==> src/design/custom_instr_pkg.sv <==
package custom_instr_pkg;

  // Data path width of the hart
  localparam int XLEN = 64;

  // Base opcodes of the custom and system spaces
  localparam logic [6:0] OPC_CUSTOM0 = 7'h0b;
  localparam logic [6:0] OPC_SYSTEM = 7'h73;

  // Shift-left-immediate hints: rd = 0, rs1 = 0, shift amount in bits 25:20
  localparam logic [31:0] IHB_ENC = 32'h0010_1013;
  localparam logic [31:0] EHB_ENC_DEFAULT = 32'h0030_1013;
  localparam logic [31:0] PAUSE_ENC = 32'h0050_1013;

  // Conditional select and prefetch encodings (match under mask)
  localparam logic [31:0] CSEL_MATCH_DEFAULT = 32'h0000_100b;
  localparam logic [31:0] CSEL_MASK_DEFAULT = 32'h0600_707f;
  localparam logic [31:0] PREF_MATCH_DEFAULT = 32'h0000_000b;
  localparam logic [31:0] PREF_MASK_DEFAULT = 32'h0000_707f;

  // Load-pair fields
  localparam logic [2:0] PAIR_FUNCT3 = 3'h4;
  localparam logic [2:0] LDP_SEL = 3'h0;
  localparam logic [1:0] LWP_SEL = 2'h1;

  // Random translation write fields
  localparam logic [6:0] TLBWR_FUNCT7 = 7'h76;
  localparam logic [1:0] PRIV_MACHINE = 2'h3;
  localparam int PTE_G_BIT = 5;

  // Translation root select values
  localparam logic [1:0] ROOT_SATP = 2'h0;
  localparam logic [1:0] ROOT_VSATP = 2'h1;
  localparam logic [1:0] ROOT_HGATP = 2'h2;

  // Exception cause codes
  localparam logic [4:0] CAUSE_ILLEGAL = 5'h02;
  localparam logic [4:0] CAUSE_LOAD_MISALIGNED = 5'h04;

  // Atomicity class of a load-pair request
  localparam logic [1:0] ATOM_NONE = 2'h0;
  localparam logic [1:0] ATOM_HALF = 2'h1;
  localparam logic [1:0] ATOM_FULL = 2'h2;

  // Prefetch hint decoding
  localparam logic [2:0] PF_LOAD = 3'h0;
  localparam logic [2:0] PF_STORE = 3'h1;
  localparam logic [2:0] PF_PREP_STORE = 3'h7;
  localparam logic [1:0] CACHE_L1I = 2'h0;

  // Reset seed and default pause bound
  localparam logic [15:0] LFSR_SEED = 16'hace1;
  localparam int PAUSE_MAX_CYCLES_DEFAULT = 1024;

  // Sequencer states
  typedef enum logic [2:0] {
    ST_IDLE,
    ST_EXEC_BAR,
    ST_FETCH_BAR,
    ST_LOAD_REQ,
    ST_LOAD_WAIT,
    ST_PAUSED
  } seq_state_type;

endpackage

==> src/design/random_index_gen.sv <==
`timescale 1ns/1ps
// Free-running LFSR giving a pseudo-random buffer entry index
module random_index_gen #(
  parameter int INDEX_W = 6
) (
  input wire logic clk,
  input wire logic nrst,
  output logic [INDEX_W-1:0] index
);
  import custom_instr_pkg::*;

  // Maximal-length 16-bit Galois register
  logic [15:0] lfsr_q;

  // Steps every cycle so the pick depends on timing, not on call count
  always_ff @(posedge clk or negedge nrst) begin
    if (!nrst) begin
      lfsr_q <= LFSR_SEED;
    end else begin
      lfsr_q <= {1'b0, lfsr_q[15:1]} ^ (lfsr_q[0] ? 16'hb400 : 16'h0000);
    end
  end

  assign index = lfsr_q[INDEX_W-1:0];
endmodule

==> src/design/pause_timer.sv <==
`timescale 1ns/1ps
// Down counter bounding how long a hart may stay paused
module pause_timer #(
  parameter int MAX_CYCLES = 1024
) (
  input wire logic clk,
  input wire logic nrst,
  input wire logic load,
  input wire logic run,
  output logic expired
);
  localparam int CNT_W = $clog2(MAX_CYCLES + 1);
  localparam logic [CNT_W-1:0] RELOAD = CNT_W'(MAX_CYCLES);

  // Remaining pause cycles
  logic [CNT_W-1:0] count_q;

  // Reload on every pause entry, count down while paused
  always_ff @(posedge clk or negedge nrst) begin
    if (!nrst) begin
      count_q <= '0;
    end else if (load) begin
      count_q <= RELOAD;
    end else if (run && count_q != '0) begin
      count_q <= count_q - 1'b1;
    end
  end

  assign expired = run && (count_q == '0);
endmodule

==> src/design/custom_instr_unit.sv <==
`timescale 1ns/1ps
// Behaviour
// - Select rs1 if rs2 nonzero, else rs3
// - Execution barrier waits out execution hazards
// - Fetch barrier makes later fetches see state
// - Custom ops trap illegal when enable clear
// - Pair address is rs1 plus unsigned offset
// - Doubleword pair: low then high half
// - Doubleword pair atomicity by alignment
// - Doubleword pair misaligned trap when configured
// - Word pair: two sign-extended words
// - Word pair atomicity by alignment
// - Word pair misaligned trap when configured
// - Equal destinations give unspecified value
// - Translation write needs walker and machine mode
// - Fill random entry from mtval, PTE, global
// - Non-leaf mode: level zero, config level
// - Root select: satp, vsatp, hgatp
// - Pause ends on flag, interrupt, timeout
// - Remote store clearing flag wakes waiter
// - Pause may be a plain no-op
// - Prefetch requests cache action at address
// - Hint bits 4:3 pick target cache
// - Hint bits 2:0 pick prefetch type
// - Prefetch never traps on address
module custom_instr_unit #(
  parameter logic [31:0] CSEL_MATCH = custom_instr_pkg::CSEL_MATCH_DEFAULT,
  parameter logic [31:0] CSEL_MASK = custom_instr_pkg::CSEL_MASK_DEFAULT,
  parameter logic [31:0] EHB_ENC = custom_instr_pkg::EHB_ENC_DEFAULT,
  parameter logic [31:0] PREF_MATCH = custom_instr_pkg::PREF_MATCH_DEFAULT,
  parameter logic [31:0] PREF_MASK = custom_instr_pkg::PREF_MASK_DEFAULT,
  parameter int PAUSE_MAX_CYCLES = custom_instr_pkg::PAUSE_MAX_CYCLES_DEFAULT,
  parameter bit PAUSE_IMPL = 1'b1,
  parameter int TLB_INDEX_W = 6
) (
  input wire logic clk,
  input wire logic nrst,
  // Issue side
  input wire logic instr_valid,
  output logic instr_ready,
  input wire logic [31:0] instr,
  input wire logic [custom_instr_pkg::XLEN-1:0] rs1_val,
  input wire logic [custom_instr_pkg::XLEN-1:0] rs2_val,
  input wire logic [custom_instr_pkg::XLEN-1:0] rs3_val,
  // Hart configuration and status
  input wire logic custom_enable,
  input wire logic [1:0] priv_level,
  input wire logic stw_implemented,
  input wire logic tlb_non_leaf,
  input wire logic pair_aligned,
  input wire logic virt_gva,
  input wire logic [1:0] cfg_level,
  input wire logic [1:0] cfg_root_sel,
  input wire logic cfg_global,
  input wire logic [custom_instr_pkg::XLEN-1:0] mtval,
  input wire logic reservation_held_flag,
  input wire logic interrupt_taken,
  // Completion and writeback
  output logic done,
  output logic wb_valid,
  output logic [4:0] wb_rd,
  output logic [custom_instr_pkg::XLEN-1:0] wb_data,
  output logic wb2_valid,
  output logic [4:0] wb2_rd,
  output logic [custom_instr_pkg::XLEN-1:0] wb2_data,
  output logic exc_valid,
  output logic [4:0] exc_cause,
  output logic [custom_instr_pkg::XLEN-1:0] exc_tval,
  // Hazard barriers
  output logic exec_barrier_req,
  output logic fetch_barrier_req,
  input wire logic barrier_done,
  // Load path
  output logic load_req_valid,
  input wire logic load_req_ready,
  output logic [custom_instr_pkg::XLEN-1:0] load_addr,
  output logic load_wide,
  output logic [1:0] load_atomic,
  input wire logic load_resp_valid,
  input wire logic [127:0] load_resp_data,
  // Translation buffer write
  output logic tlb_wr_valid,
  output logic [TLB_INDEX_W-1:0] tlb_wr_index,
  output logic [custom_instr_pkg::XLEN-1:0] tlb_wr_va,
  output logic [custom_instr_pkg::XLEN-1:0] tlb_wr_pte,
  output logic [1:0] tlb_wr_level,
  output logic [1:0] tlb_wr_root,
  // Prefetch request
  output logic pref_valid,
  output logic [custom_instr_pkg::XLEN-1:0] pref_addr,
  output logic [1:0] pref_cache,
  output logic [2:0] pref_type
);
  import custom_instr_pkg::*;

  // Sequencer state
  seq_state_type state_q;
  // Decode results
  logic is_csel, is_ehb, is_ihb, is_pause, is_ldp, is_lwp, is_tlbwr, is_pref;
  logic accept;
  logic illegal;
  logic misaligned;
  // Load-pair effective address and atomicity class
  logic [XLEN-1:0] pair_ea;
  logic [1:0] pair_atom;
  // Translation write fields
  logic [1:0] tw_level;
  logic [1:0] tw_root;
  // Prefetch effective address and action
  logic [XLEN-1:0] pref_ea;
  logic pref_act;
  // Destinations captured at issue
  logic [4:0] rd1_q, rd2_q;
  // Pause support and the translation write entry index
  logic pause_start, pause_end, timer_expired;
  logic [TLB_INDEX_W-1:0] rand_index;

  // Decode; hints need exact matches so plain shifts are untouched
  always_comb begin
    is_csel = (instr & CSEL_MASK) == CSEL_MATCH;
    is_ehb = instr == EHB_ENC;
    is_ihb = instr == IHB_ENC;
    is_pause = instr == PAUSE_ENC;
    is_ldp = instr[6:0] == OPC_CUSTOM0 && instr[14:12] == PAIR_FUNCT3 && instr[22:20] == LDP_SEL;
    is_lwp = instr[6:0] == OPC_CUSTOM0 && instr[14:12] == PAIR_FUNCT3 && instr[21:20] == LWP_SEL;
    is_tlbwr = {instr[31:23], instr[14:0]} == {TLBWR_FUNCT7, 2'h0, 3'h0, 5'h00, OPC_SYSTEM};
    is_pref = (instr & PREF_MASK) == PREF_MATCH && !is_ldp && !is_lwp;
  end

  // Address, alignment and atomicity for the pair loads
  always_comb begin
    pair_ea = rs1_val + (is_ldp ? {57'h0, instr[26:23], 3'h0} : {57'h0, instr[26:22], 2'h0});
    misaligned = 1'b0;
    pair_atom = ATOM_NONE;
    if (is_ldp) begin
      misaligned = pair_aligned && pair_ea[3:0] != 4'h0;
      pair_atom = pair_ea[3:0] == 4'h0 ? ATOM_FULL : pair_ea[2:0] == 3'h0 ? ATOM_HALF : ATOM_NONE;
    end else if (is_lwp) begin
      misaligned = pair_aligned && pair_ea[2:0] != 3'h0;
      pair_atom = pair_ea[2:0] == 3'h0 ? ATOM_FULL : pair_ea[1:0] == 2'h0 ? ATOM_HALF : ATOM_NONE;
    end
  end

  // Level and root selection for the translation write
  assign tw_level = tlb_non_leaf ? cfg_level : instr[21:20];
  assign tw_root = tlb_non_leaf ? cfg_root_sel : (virt_gva ? ROOT_VSATP : ROOT_SATP);

  // Illegal cases; the shift hints are ordinary shifts and never trap
  assign illegal = ((is_csel || is_ldp || is_lwp || is_pref) && !custom_enable)
    || (is_tlbwr && (!stw_implemented || priv_level != PRIV_MACHINE))
    || (is_tlbwr && tlb_non_leaf && (instr[22:20] != 3'h0 || cfg_root_sel > ROOT_HGATP));

  // Prefetch address and whether the hint asks for anything at all
  always_comb begin
    pref_ea = rs1_val + {{52{instr[31]}}, instr[31:20]};
    case (instr[9:7])
      PF_LOAD: pref_act = 1'b1;
      PF_STORE, PF_PREP_STORE: pref_act = instr[11:10] != CACHE_L1I;
      default: pref_act = 1'b0;
    endcase
  end

  assign accept = instr_valid && instr_ready;
  assign pause_start = accept && is_pause && PAUSE_IMPL;
  // Flag drops on a remote store to the lock, waking the waiter
  assign pause_end = !reservation_held_flag || interrupt_taken || timer_expired;
  assign instr_ready = state_q == ST_IDLE;

  // Sequencer for operations that take more than one cycle
  always_ff @(posedge clk or negedge nrst) begin
    if (!nrst) begin
      state_q <= ST_IDLE;
    end else begin
      case (state_q)
        ST_IDLE: begin
          if (accept && !illegal) begin
            if (is_ehb) begin
              state_q <= ST_EXEC_BAR;
            end else if (is_ihb) begin
              state_q <= ST_FETCH_BAR;
            end else if ((is_ldp || is_lwp) && !misaligned) begin
              state_q <= ST_LOAD_REQ;
            end else if (pause_start) begin
              state_q <= ST_PAUSED;
            end
          end
        end
        ST_EXEC_BAR, ST_FETCH_BAR: state_q <= barrier_done ? ST_IDLE : state_q;
        ST_LOAD_REQ: state_q <= load_req_ready ? ST_LOAD_WAIT : state_q;
        ST_LOAD_WAIT: state_q <= load_resp_valid ? ST_IDLE : state_q;
        ST_PAUSED: state_q <= pause_end ? ST_IDLE : state_q;
        default: state_q <= ST_IDLE;
      endcase
    end
  end

  // Barrier requests are levels that the unit holds until barrier_done
  assign exec_barrier_req = state_q == ST_EXEC_BAR;
  assign fetch_barrier_req = state_q == ST_FETCH_BAR;
  assign load_req_valid = state_q == ST_LOAD_REQ;

  // Load request fields captured at issue
  always_ff @(posedge clk or negedge nrst) begin
    if (!nrst) begin
      load_addr <= '0;
      load_wide <= 1'b0;
      load_atomic <= ATOM_NONE;
      rd1_q <= 5'h00;
      rd2_q <= 5'h00;
    end else if (accept && (is_ldp || is_lwp)) begin
      load_addr <= pair_ea;
      load_wide <= is_ldp;
      load_atomic <= pair_atom;
      rd1_q <= instr[11:7];
      rd2_q <= instr[31:27];
    end
  end

  // Register writeback, from the select or from a load response
  always_ff @(posedge clk or negedge nrst) begin
    if (!nrst) begin
      wb_valid <= 1'b0;
      wb_rd <= 5'h00;
      wb_data <= '0;
      wb2_valid <= 1'b0;
      wb2_rd <= 5'h00;
      wb2_data <= '0;
    end else begin
      wb_valid <= 1'b0;
      wb2_valid <= 1'b0;
      if (accept && is_csel && !illegal) begin
        wb_valid <= 1'b1;
        wb_rd <= instr[11:7];
        wb_data <= (rs2_val != '0) ? rs1_val : rs3_val;
      end else if (state_q == ST_LOAD_WAIT && load_resp_valid) begin
        wb_valid <= 1'b1;
        wb_rd <= rd1_q;
        wb2_rd <= rd2_q;
        // Same destination: only the first write lands, value left loose
        wb2_valid <= rd1_q != rd2_q;
        if (load_wide) begin
          wb_data <= load_resp_data[63:0];
          wb2_data <= load_resp_data[127:64];
        end else begin
          wb_data <= {{32{load_resp_data[31]}}, load_resp_data[31:0]};
          wb2_data <= {{32{load_resp_data[63]}}, load_resp_data[63:32]};
        end
      end
    end
  end

  // Exceptions; a prefetch reports one only as illegal while the enable is clear
  always_ff @(posedge clk or negedge nrst) begin
    if (!nrst) begin
      exc_valid <= 1'b0;
      exc_cause <= 5'h00;
      exc_tval <= '0;
    end else begin
      exc_valid <= 1'b0;
      if (accept && illegal) begin
        exc_valid <= 1'b1;
        exc_cause <= CAUSE_ILLEGAL;
        exc_tval <= {32'h0, instr};
      end else if (accept && (is_ldp || is_lwp) && misaligned) begin
        exc_valid <= 1'b1;
        exc_cause <= CAUSE_LOAD_MISALIGNED;
        exc_tval <= pair_ea;
      end
    end
  end

  // Completion pulse for every accepted instruction
  always_ff @(posedge clk or negedge nrst) begin
    if (!nrst) begin
      done <= 1'b0;
    end else begin
      case (state_q)
        ST_IDLE: done <= accept && (illegal || misaligned || !(is_ehb || is_ihb || is_ldp || is_lwp || pause_start));
        ST_EXEC_BAR, ST_FETCH_BAR: done <= barrier_done;
        ST_LOAD_WAIT: done <= load_resp_valid;
        ST_PAUSED: done <= pause_end;
        default: done <= 1'b0;
      endcase
    end
  end

  // Translation buffer write, one pulse per legal instruction
  always_ff @(posedge clk or negedge nrst) begin
    if (!nrst) begin
      tlb_wr_valid <= 1'b0;
      tlb_wr_index <= '0;
      tlb_wr_va <= '0;
      tlb_wr_pte <= '0;
      tlb_wr_level <= 2'h0;
      tlb_wr_root <= ROOT_SATP;
    end else begin
      tlb_wr_valid <= accept && is_tlbwr && !illegal;
      if (accept && is_tlbwr && !illegal) begin
        tlb_wr_index <= rand_index;
        tlb_wr_va <= mtval;
        tlb_wr_pte <= rs1_val | (XLEN'(cfg_global) << PTE_G_BIT);
        tlb_wr_level <= tw_level;
        tlb_wr_root <= tw_root;
      end
    end
  end

  // Prefetch request; translation faults are dropped downstream, no trap
  always_ff @(posedge clk or negedge nrst) begin
    if (!nrst) begin
      pref_valid <= 1'b0;
      pref_addr <= '0;
      pref_cache <= CACHE_L1I;
      pref_type <= PF_LOAD;
    end else begin
      pref_valid <= accept && is_pref && !illegal && pref_act;
      if (accept && is_pref && !illegal) begin
        pref_addr <= pref_ea;
        pref_cache <= instr[11:10];
        pref_type <= instr[9:7];
      end
    end
  end

  // Entry picker for the translation write
  random_index_gen #(
    .INDEX_W(TLB_INDEX_W)
  ) u_rand (
    .clk(clk),
    .nrst(nrst),
    .index(rand_index)
  );

  // Pause bound, reloaded whenever a pause begins
  pause_timer #(
    .MAX_CYCLES(PAUSE_MAX_CYCLES)
  ) u_pause_timer (
    .clk(clk),
    .nrst(nrst),
    .load(pause_start),
    .run(state_q == ST_PAUSED),
    .expired(timer_expired)
  );

endmodule

==> config.mk <==
export PLATFORM = sky130hd
export DESIGN_NAME = custom_instr_unit
export DESIGN_NICKNAME = d
export VERILOG_FILES = /design/src/design/custom_instr_pkg.sv /design/src/design/random_index_gen.sv /design/src/design/pause_timer.sv /design/src/design/custom_instr_unit.sv
export SDC_FILE = /design/constraint.sdc
export NUM_CORES = 1
export LEC_CHECK = 0
export BUFFER_PORTS_ARGS = -buffer_cell sky130_fd_sc_hd__buf_4
export CORE_AREA = 2 2 363 365
export CTS_BUF_LIST = sky130_fd_sc_hd__clkbuf_16
export DETAILED_ROUTE_END_ITERATION = 16
export DIE_AREA = 0 0 365 367
export GPL_ROUTABILITY_DRIVEN = 1
export PLACE_DENSITY = 0.4
export SLEW_MARGIN = 20
export SYNTH_ARGS = -nofsm -noshare
export SYNTH_HDL_FRONTEND = slang
export SYNTH_SLANG_ARGS = --single-unit
export TNS_END_PERCENT = 5
==> constraint.sdc <==
create_clock -name clk -period 3.21 [get_ports clk]
set_clock_uncertainty 0.1 [all_clocks]
set_input_delay 0.4815 -clock clk [delete_from_list [all_inputs] [get_ports clk]]
set_output_delay 0.4815 -clock clk [all_outputs]
set_load 0.05 [all_outputs]
* After elaboration in Yosys (flattened, before gate mapping)
Index checks and enable logic that the tools add are counted.
Cells by class: $lt $le $gt $ge 1, muxes and demuxes 44, bitwise logic cells 3, eq/ne operators 24, add/sub/neg operators 3, reduce and logical (&&, ||, !) cells 73
Operators with widths (count):
- two-way mux 64 bit | 7
- adder 64 bit | 1
- adder 64 x 7 -> 64 bit | 1
- OR 64 x 6 -> 64 bit | 1
- nonzero test 64 bit | 1
- == test 32 x 21 -> 1 bit, second input constant | 1
- == test 32 x 22 -> 1 bit, second input constant | 1
- == test 32 x 23 -> 1 bit, second input constant | 1
- two-way mux 3 bit | 10
- logical AND 1 bit | 29
- == test 24 bit, second input constant | 1
- two-way mux 11 bit | 2
- two-way mux 5 bit | 4
- logical OR 1 bit | 16
- two-way mux 16 bit | 1
- XOR 15 x 16 -> 16 bit | 1
- case mux 3 bit (5 select lines) | 1
- == test 12 x 8 -> 1 bit, second input constant | 1
- == test 3 bit, second input constant | 4
- logical NOT 3 bit | 4
- two-way mux 2 bit | 6
- logical NOT 11 bit | 1
- two-way mux 1 bit | 11
- nonzero test 11 bit | 1
- other kinds (23) | 41
Word-level totals: output and inout bits 491, logic and storage cells 176, bits in registers 527

* Depth between registers and ports, before layout
Gate-level depths: netlist of run 1.
word-level depth 16, gate-level depth with buffers 13

* Cells and area by module
A second synthesis of run 1 with hierarchy kept.
Unflattened totals: cell total of the unflattened synthesis 2732, area total of the unflattened synthesis 26605.5 µm²
Modules (own cells, without submodules):
- custom_instr_unit | area each 25537.0 µm², times used 1, cells each 2645, sequential area each 12436.9 µm²
- pause_timer | area each 586.8 µm², times used 1, cells each 62, sequential area each 275.3 µm²
- random_index_gen | area each 481.7 µm², times used 1, cells each 25, sequential area each 410.4 µm²

* Least setup slack after synthesis of run 1
Ideal clock, no wire load.
kind in2reg, start input port instr[20], end register pref_addr[58] in the netlist's numbering, buffers on the path 0, data arrival time 3.162 ns, stages on the path 13, setup slack -0.183 ns, data required time 2.979 ns, cell sequence ha_1 > inv_1 > fa_1 > nand2b_1 > a21o_1 > a21oi_1 > a211oi_2 > o41a_2 > o21ai_2 > a41o_4 > a311o_2 > a21oi_1 > or3_1
Between the ends: word-level cells in the longest chain between the ends 11
RTL lines:
- start: declaration | line custom_instr_unit.sv:41 | input wire logic [31:0] instr,
- branches (longest 11 deep; another with adder 64 bit)
- end signal: assignment | line custom_instr_unit.sv:318 | pref_addr <= pref_ea;
- end: declaration | line custom_instr_unit.sv:90 | output logic [custom_instr_pkg::XLEN-1:0] pref_addr,
Several ways; the timed one is not identified. A chain may end at the register's enable or synchronous reset.

* Worst setup path in the final report of run 1
Ends and elaborated chain as after synthesis.

==> results of run 1 <==
[cells in the mapped netlist (all sizes together) (59+ instances only)]
cell type,instances,share of area [%]
o21ai,242,4.6
ha,65,3.1
xor2,59,1.9
clkbuf,124,1.8
xnor2,70,2.3
nand2,361,5.1
a21oi,205,3.9
mux2,137,5.8
nor2,199,2.9
nand3,82,1.5
mux2i,99,3.7
dfrtp,516,49
[worst paths after layout]
check / slack (ns) / end / depth (start not counted)
worst max-delay path: 0.07 / pref_addr[58] / 14
worst min-delay path: 0.05 / tlb_wr_root[1] / 3
worst max register to register: 0.15 / tlb_wr_pte[38] / 7
worst min register to register: 0.25 / u_rand.lfsr_q[11] / 0
max in group asynchronous: 1.77 / exc_tval[44] / 4
min in group asynchronous: 0.29 / tlb_wr_va[30] / 2
[worst register-to-register path, stage by stage (launching register included)]
cell and delay [ns]:
dfrtp_1 0.37, or3_1 0.42, inv_1 0.09, and2_1 0.27, nand2_4 0.14, nor2_4 0.76
buf_12 0.33, mux2_2 0.45
[flip-flops by register name, summed over array words and instances, names as in the netlist, 16 cells and up]
name and cells:
tlb_wr_pte 64, exc_tval 64, pref_addr 64, wb2_data 64, u_rand.lfsr_q 16, tlb_wr_va 64
load_addr 64, wb_data 64
[area by class of cell]
class / instances / area, um2
Antenna cell: 11 / 27.5
Multi-Input combinational cell: 1947 / 12600
Timing Repair Buffer: 1632 / 13200
Clock buffer: 75 / 1880
Sequential cell: 524 / 13100
Inverter: 43 / 161
Tap cell: 1755 / 2200
Fill cell: 13800 / 86800
Clock inverter: 51 / 420
[metrics by stage]
step                cell area [um2]  setup slack [ns]
detailed placement            39200            -0.535
floorplan                     26600            0.0201
finish                        43600            0.0670
global placement              39200            -0.530
CTS                           43600            0.0502
global route                  43600           0.00394
[timing repair]
item | 4_1_cts | 5_1_grt
buffers inserted | 0 | 0
gates resized for setup | 0 | 5
hold buffers | 212 | 0
hold endpoints to repair | 229 | 0
endpoints found under the setup margin | 0 | 4
[cell families (layout without fill, tap and decap cells)]
group | count (synthesis) | after routing | share of synthesized area (%)
flops | 524 | 524 | 49.4
simple gates | 826 | 826 | 14.1
buf+inv | 219 | 1801 | 3.52
other cells | 1 | 14 | 0.0141
mux | 236 | 236 | 9.54
fa+ha+maj | 67 | 67 | 3.21
compound gates | 686 | 686 | 15.9
xor+xnor | 129 | 129 | 4.25
[metal layers]
metal,global-route usage (%),part of all wire (%)
met1,28.4,45
met2,32.8,46
met3,5.29,6.8
met4,5.22,1.9
met5,0.581,0.10
[report_power, final]
| part | switching [mW] | internal, mW | leakage [nW] |
|---|---|---|---|
| registers | 0.558 | 7.44 | 7.05 |
| clock network | 3.33 | 4.77 | 1.18 |
| logic | 5.64 | 3.07 | 12.9 |
==> impl_metrics.yaml, run 1 <==
global_routing:
  grtUsageTotal_pct: 20.9
  grt_pass1_wl_um: 201000
  grt_start_max_net_pins: 65
  grt_pass1_vias: 27100
  grt.overflow.total: 0
  antenna_found_initial: 15
flow_run:
  max-cap-violations: 0
sta:
  rsz0062_at_grt: "false"
  slew_headroom_pct: 30.4
  min_period_ns: 3.14
  hold_slack_ns: 0.0516
  fmax_ghz: 0.318
  final-setup-viol-count: 0
  fin_crit_sh_pct: 97.9
  slew_violations: 0
  tightest_slew_ns: 1.04
  hold_violations: 0
  fin_tns_setup_ns: 0
min_path:
  hold_class: "in2reg"
  worstHoldStart: "tlb_non_leaf"
synth:
  syn_area_um2: 26600
  ys_warn_count: 0
  synth.distinct_cells: 78
  synth_edf_count: 0
  yosysSeqAreaShare_pct: 49.4
  synthCells: 2688
  synthFlopType: "dfrtp_1"
  synth-seq-cells: 524
  postSynth.asyncResetShare_pct: 100
  avgSynthCellArea_um2: 9.88
floorplanning:
  core_area_um2: 130000
  ios: 927
  dieArea_um2: 134000
  rows: 133
  die_w_um: 365
  chipHeight_um: 367
  initial_core_util_pct: 20.4
clock_network:
  clk_pin_slew_ns: 0.06
  clock_latency_ns: 0.67
  ctsLongestPathBuffers: 3
  cts_tree: "done"
  cts-root-buf: "clkbuf_16"
  clock-sinks: 524
  cts-htree-levels: 3
  cts_buffers: 71
place:
  place.gp.congestion: 0.858
  port-buffer-count: 923
  post-place-cells: 5689
  dp_hpwl_um: 116000
route:
  wire_per_inst_um: 23.9
  drt_iter0_drc: 1751
  vias: 26900
  ant_nets: 0
  drc: 0
  viasPerCell: 4.45
  dr.pass1.iters: 5
  drt_wl_total_um: 144000
setup_path:
  max_stage_delay_ns: 0.44
  worstPathArrival_ns: 3.59
  crit_path_top_delay_cell: "a211oi_2"
  path_class: "in2reg"
  cp.buffers_inverters: 2
  path_cells: "buf_4, ha_1, inv_1, fa_2, nand2b_4, a21o_1, a21oi_2, a211oi_2, o41a_2, o21ai_2, a41o_4, a311o_2, nor4b_1, or3_1"
  worst-endpoint-required_ns: 3.65
  cp_top_family: "compound AO/OA/AOI/OAI gates"
  crit_fanout: 4
  startpoint: "instr[20]"
  worstSetupEndpointType: "flip-flop"
  start_kind: "input pin"
  r2r_start: "state_q[2]"
pwr:
  ir_drop_mv: 0.364
  leakagePower_nw: 21.2
  p_per_area_nw_per_um2: 569
  power_mw: 24.8
final_layout:
  nNetsFinal: 4722
  final_cell_mix: "1,386 x buf_4, 515 x dfrtp_1, 357 x nand2_1, 233 x o21ai_0, 212 x dlygate4sd3_1"
  syn_to_final_growth_pct: 64.2
  drive_gt1_share_pct: 39.9
  final_common_cell: "buf_4"
  utilization_pct: 33.4
  fin_cells: 6038
status:
  status: "complete, no violations"
Note: power is estimated with default switching activity, not from simulation.
==> inputs of run 2 (changes only) <==
--- a/config.mk
+++ b/config.mk
@@ -11,9 +11,10 @@
 export DETAILED_ROUTE_END_ITERATION = 16
 export DIE_AREA = 0 0 365 367
 export GPL_ROUTABILITY_DRIVEN = 1
-export PLACE_DENSITY = 0.4
+export PLACE_DENSITY = 0.41
 export SLEW_MARGIN = 20
 export SYNTH_ARGS = -nofsm -noshare
 export SYNTH_HDL_FRONTEND = slang
+export SYNTH_HIERARCHICAL = 1
 export SYNTH_SLANG_ARGS = --single-unit
 export TNS_END_PERCENT = 5
==> run 2 against run 1 <==
  * Global-route usage grew 0.34 points
  * Maximum frequency down 0.82%
  * Core utilization down 0.19 points
  * First-iteration DRC count increased by 6.4%
  * Cell count is essentially flat
  * Synthesized cell count up 1.6%
  * Design area down 0.57%
  * Critical path type unchanged
  * Largest cell class is now sequential cells
==> impl_metrics.yaml, run 2 <==
synth:
  avgSynthCellArea_um2: 9.74
  synthFlopType: "dfrtp_1"
  yosysSeqAreaShare_pct: 49.3
  synth_edf_count: 0
  synth_top_area_share_pct: 48.5
  synth_most_common_cell: "dfrtp_1"
  synth-seq-cells: 524
  postSynth.asyncResetShare_pct: 100
  yosys-top-cells-area: "dfrtp_1 49%, nand2_1 6.1%, mux2_2 5.9%"
  synth.distinct_cells: 80
  synthTopCellsByCount: "516 x dfrtp_1, 433 x nand2_1, 260 x o21ai_0, 209 x a21oi_1, 193 x nor2_1"
  synthCells: 2732
  syn_area_um2: 26600
  yosys.area.top_type: "dfrtp_1"
  ys_warn_count: 6
route:
  drc: 0
  viasPerCell: 4.49
  wl_met2_um: 66000
  wire_per_inst_um: 24.4
  ant_nets: 0
  drt-met1-wl_um: 66800
  drt_iter0_drc: 1863
  wl_met3_um: 11000
  dr.pass1.iters: 5
  highest_layer: "met5"
  vias: 27100
  drt_wl_total_um: 147000
sta:
  min_period_ns: 3.17
  hold_violations: 0
  tightest_slew_ns: 0.896
  worst_slack_ns: 0.0410
  slew_headroom_pct: 40.3
  slew_violations: 0
  fmax_ghz: 0.316
  final-setup-viol-count: 0
  fin_crit_sh_pct: 98.7
  rsz0062_at_grt: "true"
  fin_tns_setup_ns: 0
  hold_slack_ns: 0.0523
pwr:
  power_mw: 24.4
  p_clk_share_pct: 30.7
  leakagePower_nw: 21.0
  ir_drop_mv: 0.469
  intPower_mw: 14.7
  seq_power_share_pct: 32.7
  p_per_area_nw_per_um2: 563
  switching_share_pct: 39.8
  p_switching_mw: 9.72
  pwr-share-comb_pct: 36.6
clock_network:
  cts_buffers: 69
  ctsLongestPathBuffers: 3
  clock-sinks: 524
  cts-root-buf: "clkbuf_16"
  cts_tree: "done"
  clk_pin_slew_ns: 0.06
  clock_latency_ns: 0.68
  cts-htree-levels: 3
setup_path:
  max_stage_delay_ns: 0.61
  start_kind: "input pin"
  crit_path_top_delay_cell: "or4_4"
  path_class: "in2reg"
  worstPathArrival_ns: 3.63
  crit_cells: 13
  rrSetupSlack_ns: 0.26
  worst-endpoint-required_ns: 3.67
  r2r_start: "state_q[2]"
  rr_worst_depth: 9
  cp_top_family: "buffers and inverters"
  worstReg2RegEnd: "wb_data[40]"
  path_cells: "dlygate4sd3_1, buf_4, nand2_1, nand2_1, o21ai_1, nand4_1, a21oi_2, nand2_2, or4_4, buf_16, nand3_1, o221ai_1, dlygate4sd3_1"
  startpoint: "cfg_root_sel[1]"
  worstSetupEndpointType: "flip-flop"
  crit_fanout: 16
  crit_path_end: "wb_data[40]"
  cp.buffers_inverters: 4
global_routing:
  grtUsageTotal_pct: 21.2
  grt.overflow.total: 0
  antenna_found_initial: 17
  grt_start_max_net_pins: 129
  grt_pass1_vias: 26800
  grt_pass1_wl_um: 203000
place:
  place.gp.congestion: 0.903
  port-buffer-count: 923
  placed_area_um2: 38800
  post-place-cells: 5672
  dp_hpwl_um: 118000
  place_ws_ns: -0.653
floorplanning:
  core_area_um2: 130000
  initial_core_util_pct: 20.4
  chipHeight_um: 367
  rows: 133
  ios: 927
  dieArea_um2: 134000
  die_w_um: 365
final_layout:
  syn_to_final_growth_pct: 63.0
  fin_cells: 6041
  nNetsFinal: 4730
  drive_gt1_share_pct: 38.7
  utilization_pct: 33.2
  design_area_um2: 43400
  final_common_cell: "buf_4"
  fill_cells: 13700
  final_cell_mix: "1,325 x buf_4, 515 x dfrtp_1, 432 x nand2_1, 259 x o21ai_0, 231 x dlygate4sd3_1"
status:
  status: "complete, no violations"
flow_run:
  max-cap-violations: 0
min_path:
  hold_class: "in2reg"
## run 2: worst min-delay path by stage
stage	start	endpoint	cells after the start
finish	rs3_val[42]	wb_data[42]	3
global route	rs1_val[58]	tlb_wr_pte[58]	2
CTS	rs1_val[33]	tlb_wr_pte[33]	2
detailed placement	u_rand/lfsr_q[8]	u_rand/lfsr_q[7]	0
global placement	u_rand/lfsr_q[9]	u_rand/lfsr_q[8]	0
floorplan	nrst	done	0
## run 2: cell families (layout without fill, tap and decap cells)
kind of cell | after synthesis | in the layout | synth area share [%]
AND/OR/NAND/NOR | 884 | 884 | 14.9
flip-flops | 524 | 524 | 49.3
multiplexers | 241 | 241 | 9.72
adder cells (fa/ha/maj) | 67 | 67 | 3.21
AO/OA/AOI/OAI | 673 | 673 | 15.2
XOR/XNOR | 130 | 130 | 4.28
other | 1 | 13 | 0.0141
buffers and inverters | 212 | 1754 | 3.34
## run 2: routing by layer
layer / vias to the layer above / track usage (%)
li1: 12700 / -
met5: - / 0
met4: 2 / 5.43
met3: 150 / 5.61
met1: 13400 / 29.0
met2: 945 / 33.0
## run 2: area by class of cell
cell class,count,area (um2),area share (%)
sequential,524,13100,30.3
timing repair buffer,1596,13100,30.1
multi-input combinational,1998,12700,29.3
tap,1755,2200,5.06
clock buffer,71,1780,4.10
clock inverter,49,328,0.756
inverter,38,143,0.329
antenna,10,25.0,0.0577
## run 2: worst register-to-register path: cells and delay by family (launching register included)
family          cells  cell delay (ns)
flops               1             0.37
compound gates      1             0.11
simple gates        5             1.29
buf+inv             3             0.95
## run 2: what timing repair did
item	CTS	global route
endpoints found under the hold margin	267	0
buffers inserted	0	5
gates resized for setup	0	9
endpoints found under the setup margin	0	16
hold buffers	232	0
## run 2: power groups by stage
stage | Clock (mW) | Combinational, mW | Sequential, mW
finish | 7.50 | 8.94 | 7.99
detailed placement | 0 | 8.69 | 8.08
floorplan | 0 | 2.03 | 10.7
CTS | 7.75 | 8.98 | 7.98
global placement | 0 | 8.68 | 8.08
global route | 8.02 | 9.46 | 8.07
==> inputs of run 3 (changes only) <==
==> constraint.sdc (replaced) <==
create_clock -name clk -period 3.5 [get_ports clk]
set_clock_uncertainty 0.1 [all_clocks]
set_input_delay 0.525 -clock clk [delete_from_list [all_inputs] [get_ports clk]]
set_output_delay 0.525 -clock clk [all_outputs]
set_load 0.05 [all_outputs]
==> run 3 against run 2 <==
  * Core utilization fell by 1.8 points
  * Critical endpoint is now pref_addr[56]
  * Global-route usage fell by 0.23 points
  * Clock power down 8.9%
  * Routed wire length down 1.5%
  * Largest power group unchanged
  * Non-clock buffer count is 269 lower
==> impl_metrics.yaml, run 3 (synthesis gave the netlist of run 2 again) <==
floorplanning:
  core_area_um2: 130000
  chipHeight_um: 367
  rows: 133
  initial_core_util_pct: 20.4
  dieArea_um2: 134000
  die_w_um: 365
  ios: 927
sta:
  slew_headroom_pct: 36.8
  hold_violations: 0
  slew_violations: 0
  fmax_ghz: 0.303
  min_period_ns: 3.30
  final-setup-viol-count: 0
  fin_crit_sh_pct: 94.2
  tightest_slew_ns: 0.946
clock_network:
  cts_buffers: 72
  clk_pin_slew_ns: 0.05
  clock-sinks: 524
  cts_tree: "done"
  post_cts_resized: 0
  cts-htree-levels: 3
  cts-root-buf: "clkbuf_16"
  ctsLongestPathBuffers: 3
  clock_latency_ns: 0.66
route:
  dr.pass1.iters: 5
  drt_iter0_drc: 1838
  ant_nets: 0
  drt_wl_total_um: 145000
  vias: 26000
  wire_per_inst_um: 25.1
  viasPerCell: 4.50
  drc: 0
setup_path:
  worst-endpoint-required_ns: 3.95
  crit_fanout: 3
  path_class: "in2reg"
  worstPathArrival_ns: 3.75
  r2r_start: "state_q[1]"
  startpoint: "instr[20]"
  start_kind: "input pin"
  worstSetupEndpointType: "flip-flop"
final_layout:
  nNetsFinal: 4464
  final_cell_mix: "1,170 x buf_4, 515 x dfrtp_1, 432 x nand2_1, 260 x o21ai_0, 209 x a21oi_1"
  fin_cells: 5773
  final_common_cell: "buf_4"
  drive_gt1_share_pct: 37.1
  fill_cells: 13900
  syn_to_final_growth_pct: 54.0
min_path:
  worstHoldStart: "rs1_val[6]"
  hold_class: "in2reg"
pwr:
  p_per_area_nw_per_um2: 537
  switching_share_pct: 40.2
  p_switching_mw: 8.84
  ir_drop_mv: 0.311
  power_mw: 22.0
  pwr-share-comb_pct: 35.6
  leakagePower_nw: 19.7
  intPower_mw: 13.2
  p_clk_share_pct: 31.0
  seq_power_share_pct: 33.4
global_routing:
  grtUsageTotal_pct: 21.0
  grt_start_max_net_pins: 87
  grt.overflow.total: 0
  grt_pass1_vias: 26400
  antenna_found_initial: 21
  grt_pass1_wl_um: 200000
status:
  status: "complete, no violations"
place:
  dp_hpwl_um: 118000
  place.gp.congestion: 0.878
  port-buffer-count: 923
  post-place-cells: 5518
flow_run:
  max-cap-violations: 0
-- run 3: worst paths after layout --
| check | slack [ns] | end | cells after the start |
|---|---|---|---|
| worst max-delay path | 0.20 | pref_addr[56] | 18 |
| worst min-delay path | 0.06 | tlb_wr_pte[6] | 2 |
| worst max register to register | 0.49 | state_q[0] | 11 |
| worst min register to register | 0.25 | u_rand/lfsr_q[5] | 0 |
| max in group asynchronous | 1.86 | load_addr[38] | 4 |
| min in group asynchronous | 0.44 | wb2_data[27] | 2 |
-- run 3: cell type report --
| class | count | area, um2 | area share (%) |
|---|---|---|---|
| antenna | 8 | 20.0 | 0.0489 |
| sequential | 524 | 13100 | 32.0 |
| timing repair buffer | 1327 | 10700 | 26.1 |
| clock buffer | 73 | 1830 | 4.46 |
| multi-input combinational | 1998 | 12700 | 31.0 |
| clock inverter | 50 | 274 | 0.669 |
| tap | 1755 | 2200 | 5.36 |
| inverter | 38 | 143 | 0.348 |
-- run 3: through the flow --
step	TNS [ns]	setup WS [ns]	cell area [um2]	util, %	hold WS, ns
2_1_floorplan	0	0.327	26600	-	0.129
3_3_place_gp	-5.75	-0.463	37600	28.8	0.235
3_5_place_dp	-5.81	-0.421	37600	28.8	0.239
4_1_cts	0	0.275	40900	31.4	0.000243
5_1_grt	-0.000620	-0.000620	41000	31.4	0.0224
6_report	0	0.203	41000	31.4	0.0592
-- run 3: power by group through the flow --
stage	registers [mW]	clock network [mW]	logic, mW
2_1_floorplan	9.80	0	1.86
3_3_place_gp	7.41	0	7.78
3_5_place_dp	7.43	0	7.77
4_1_cts	7.33	7.07	7.91
5_1_grt	7.42	7.28	8.32
6_report	7.34	6.83	7.84
-- run 3: per-layer routing --
layer	vias up	GRT usage, %	wire length (um)
met4	4	6.13	3920
met3	162	6.98	13300
li1	12100	-	-
met1	12800	27.5	62500
met2	932	32.7	65400
met5	-	0	27
-- run 3: what timing repair did --
item | CTS | global route
hold endpoints to repair | 182 | 0
setup buffers | 0 | 1
hold buffers | 123 | 0
setup endpoints to repair | 0 | 1
-- run 3: critical path, stage by stage --
cell and delay, ns:
buf_4 0.14, ha_1 0.21, inv_1 0.08, fa_1 0.22
nand2b_1 0.14, a21oi_1 0.12, o311a_1 0.39, buf_4 0.16
buf_4 0.12, a2111o_1 0.41, nand2_1 0.12, a21boi_2 0.06
buf_4 0.15, a2111oi_2 0.34, buf_4 0.19, o41ai_1 0.07
xnor2_1 0.13, o21ai_0 0.16
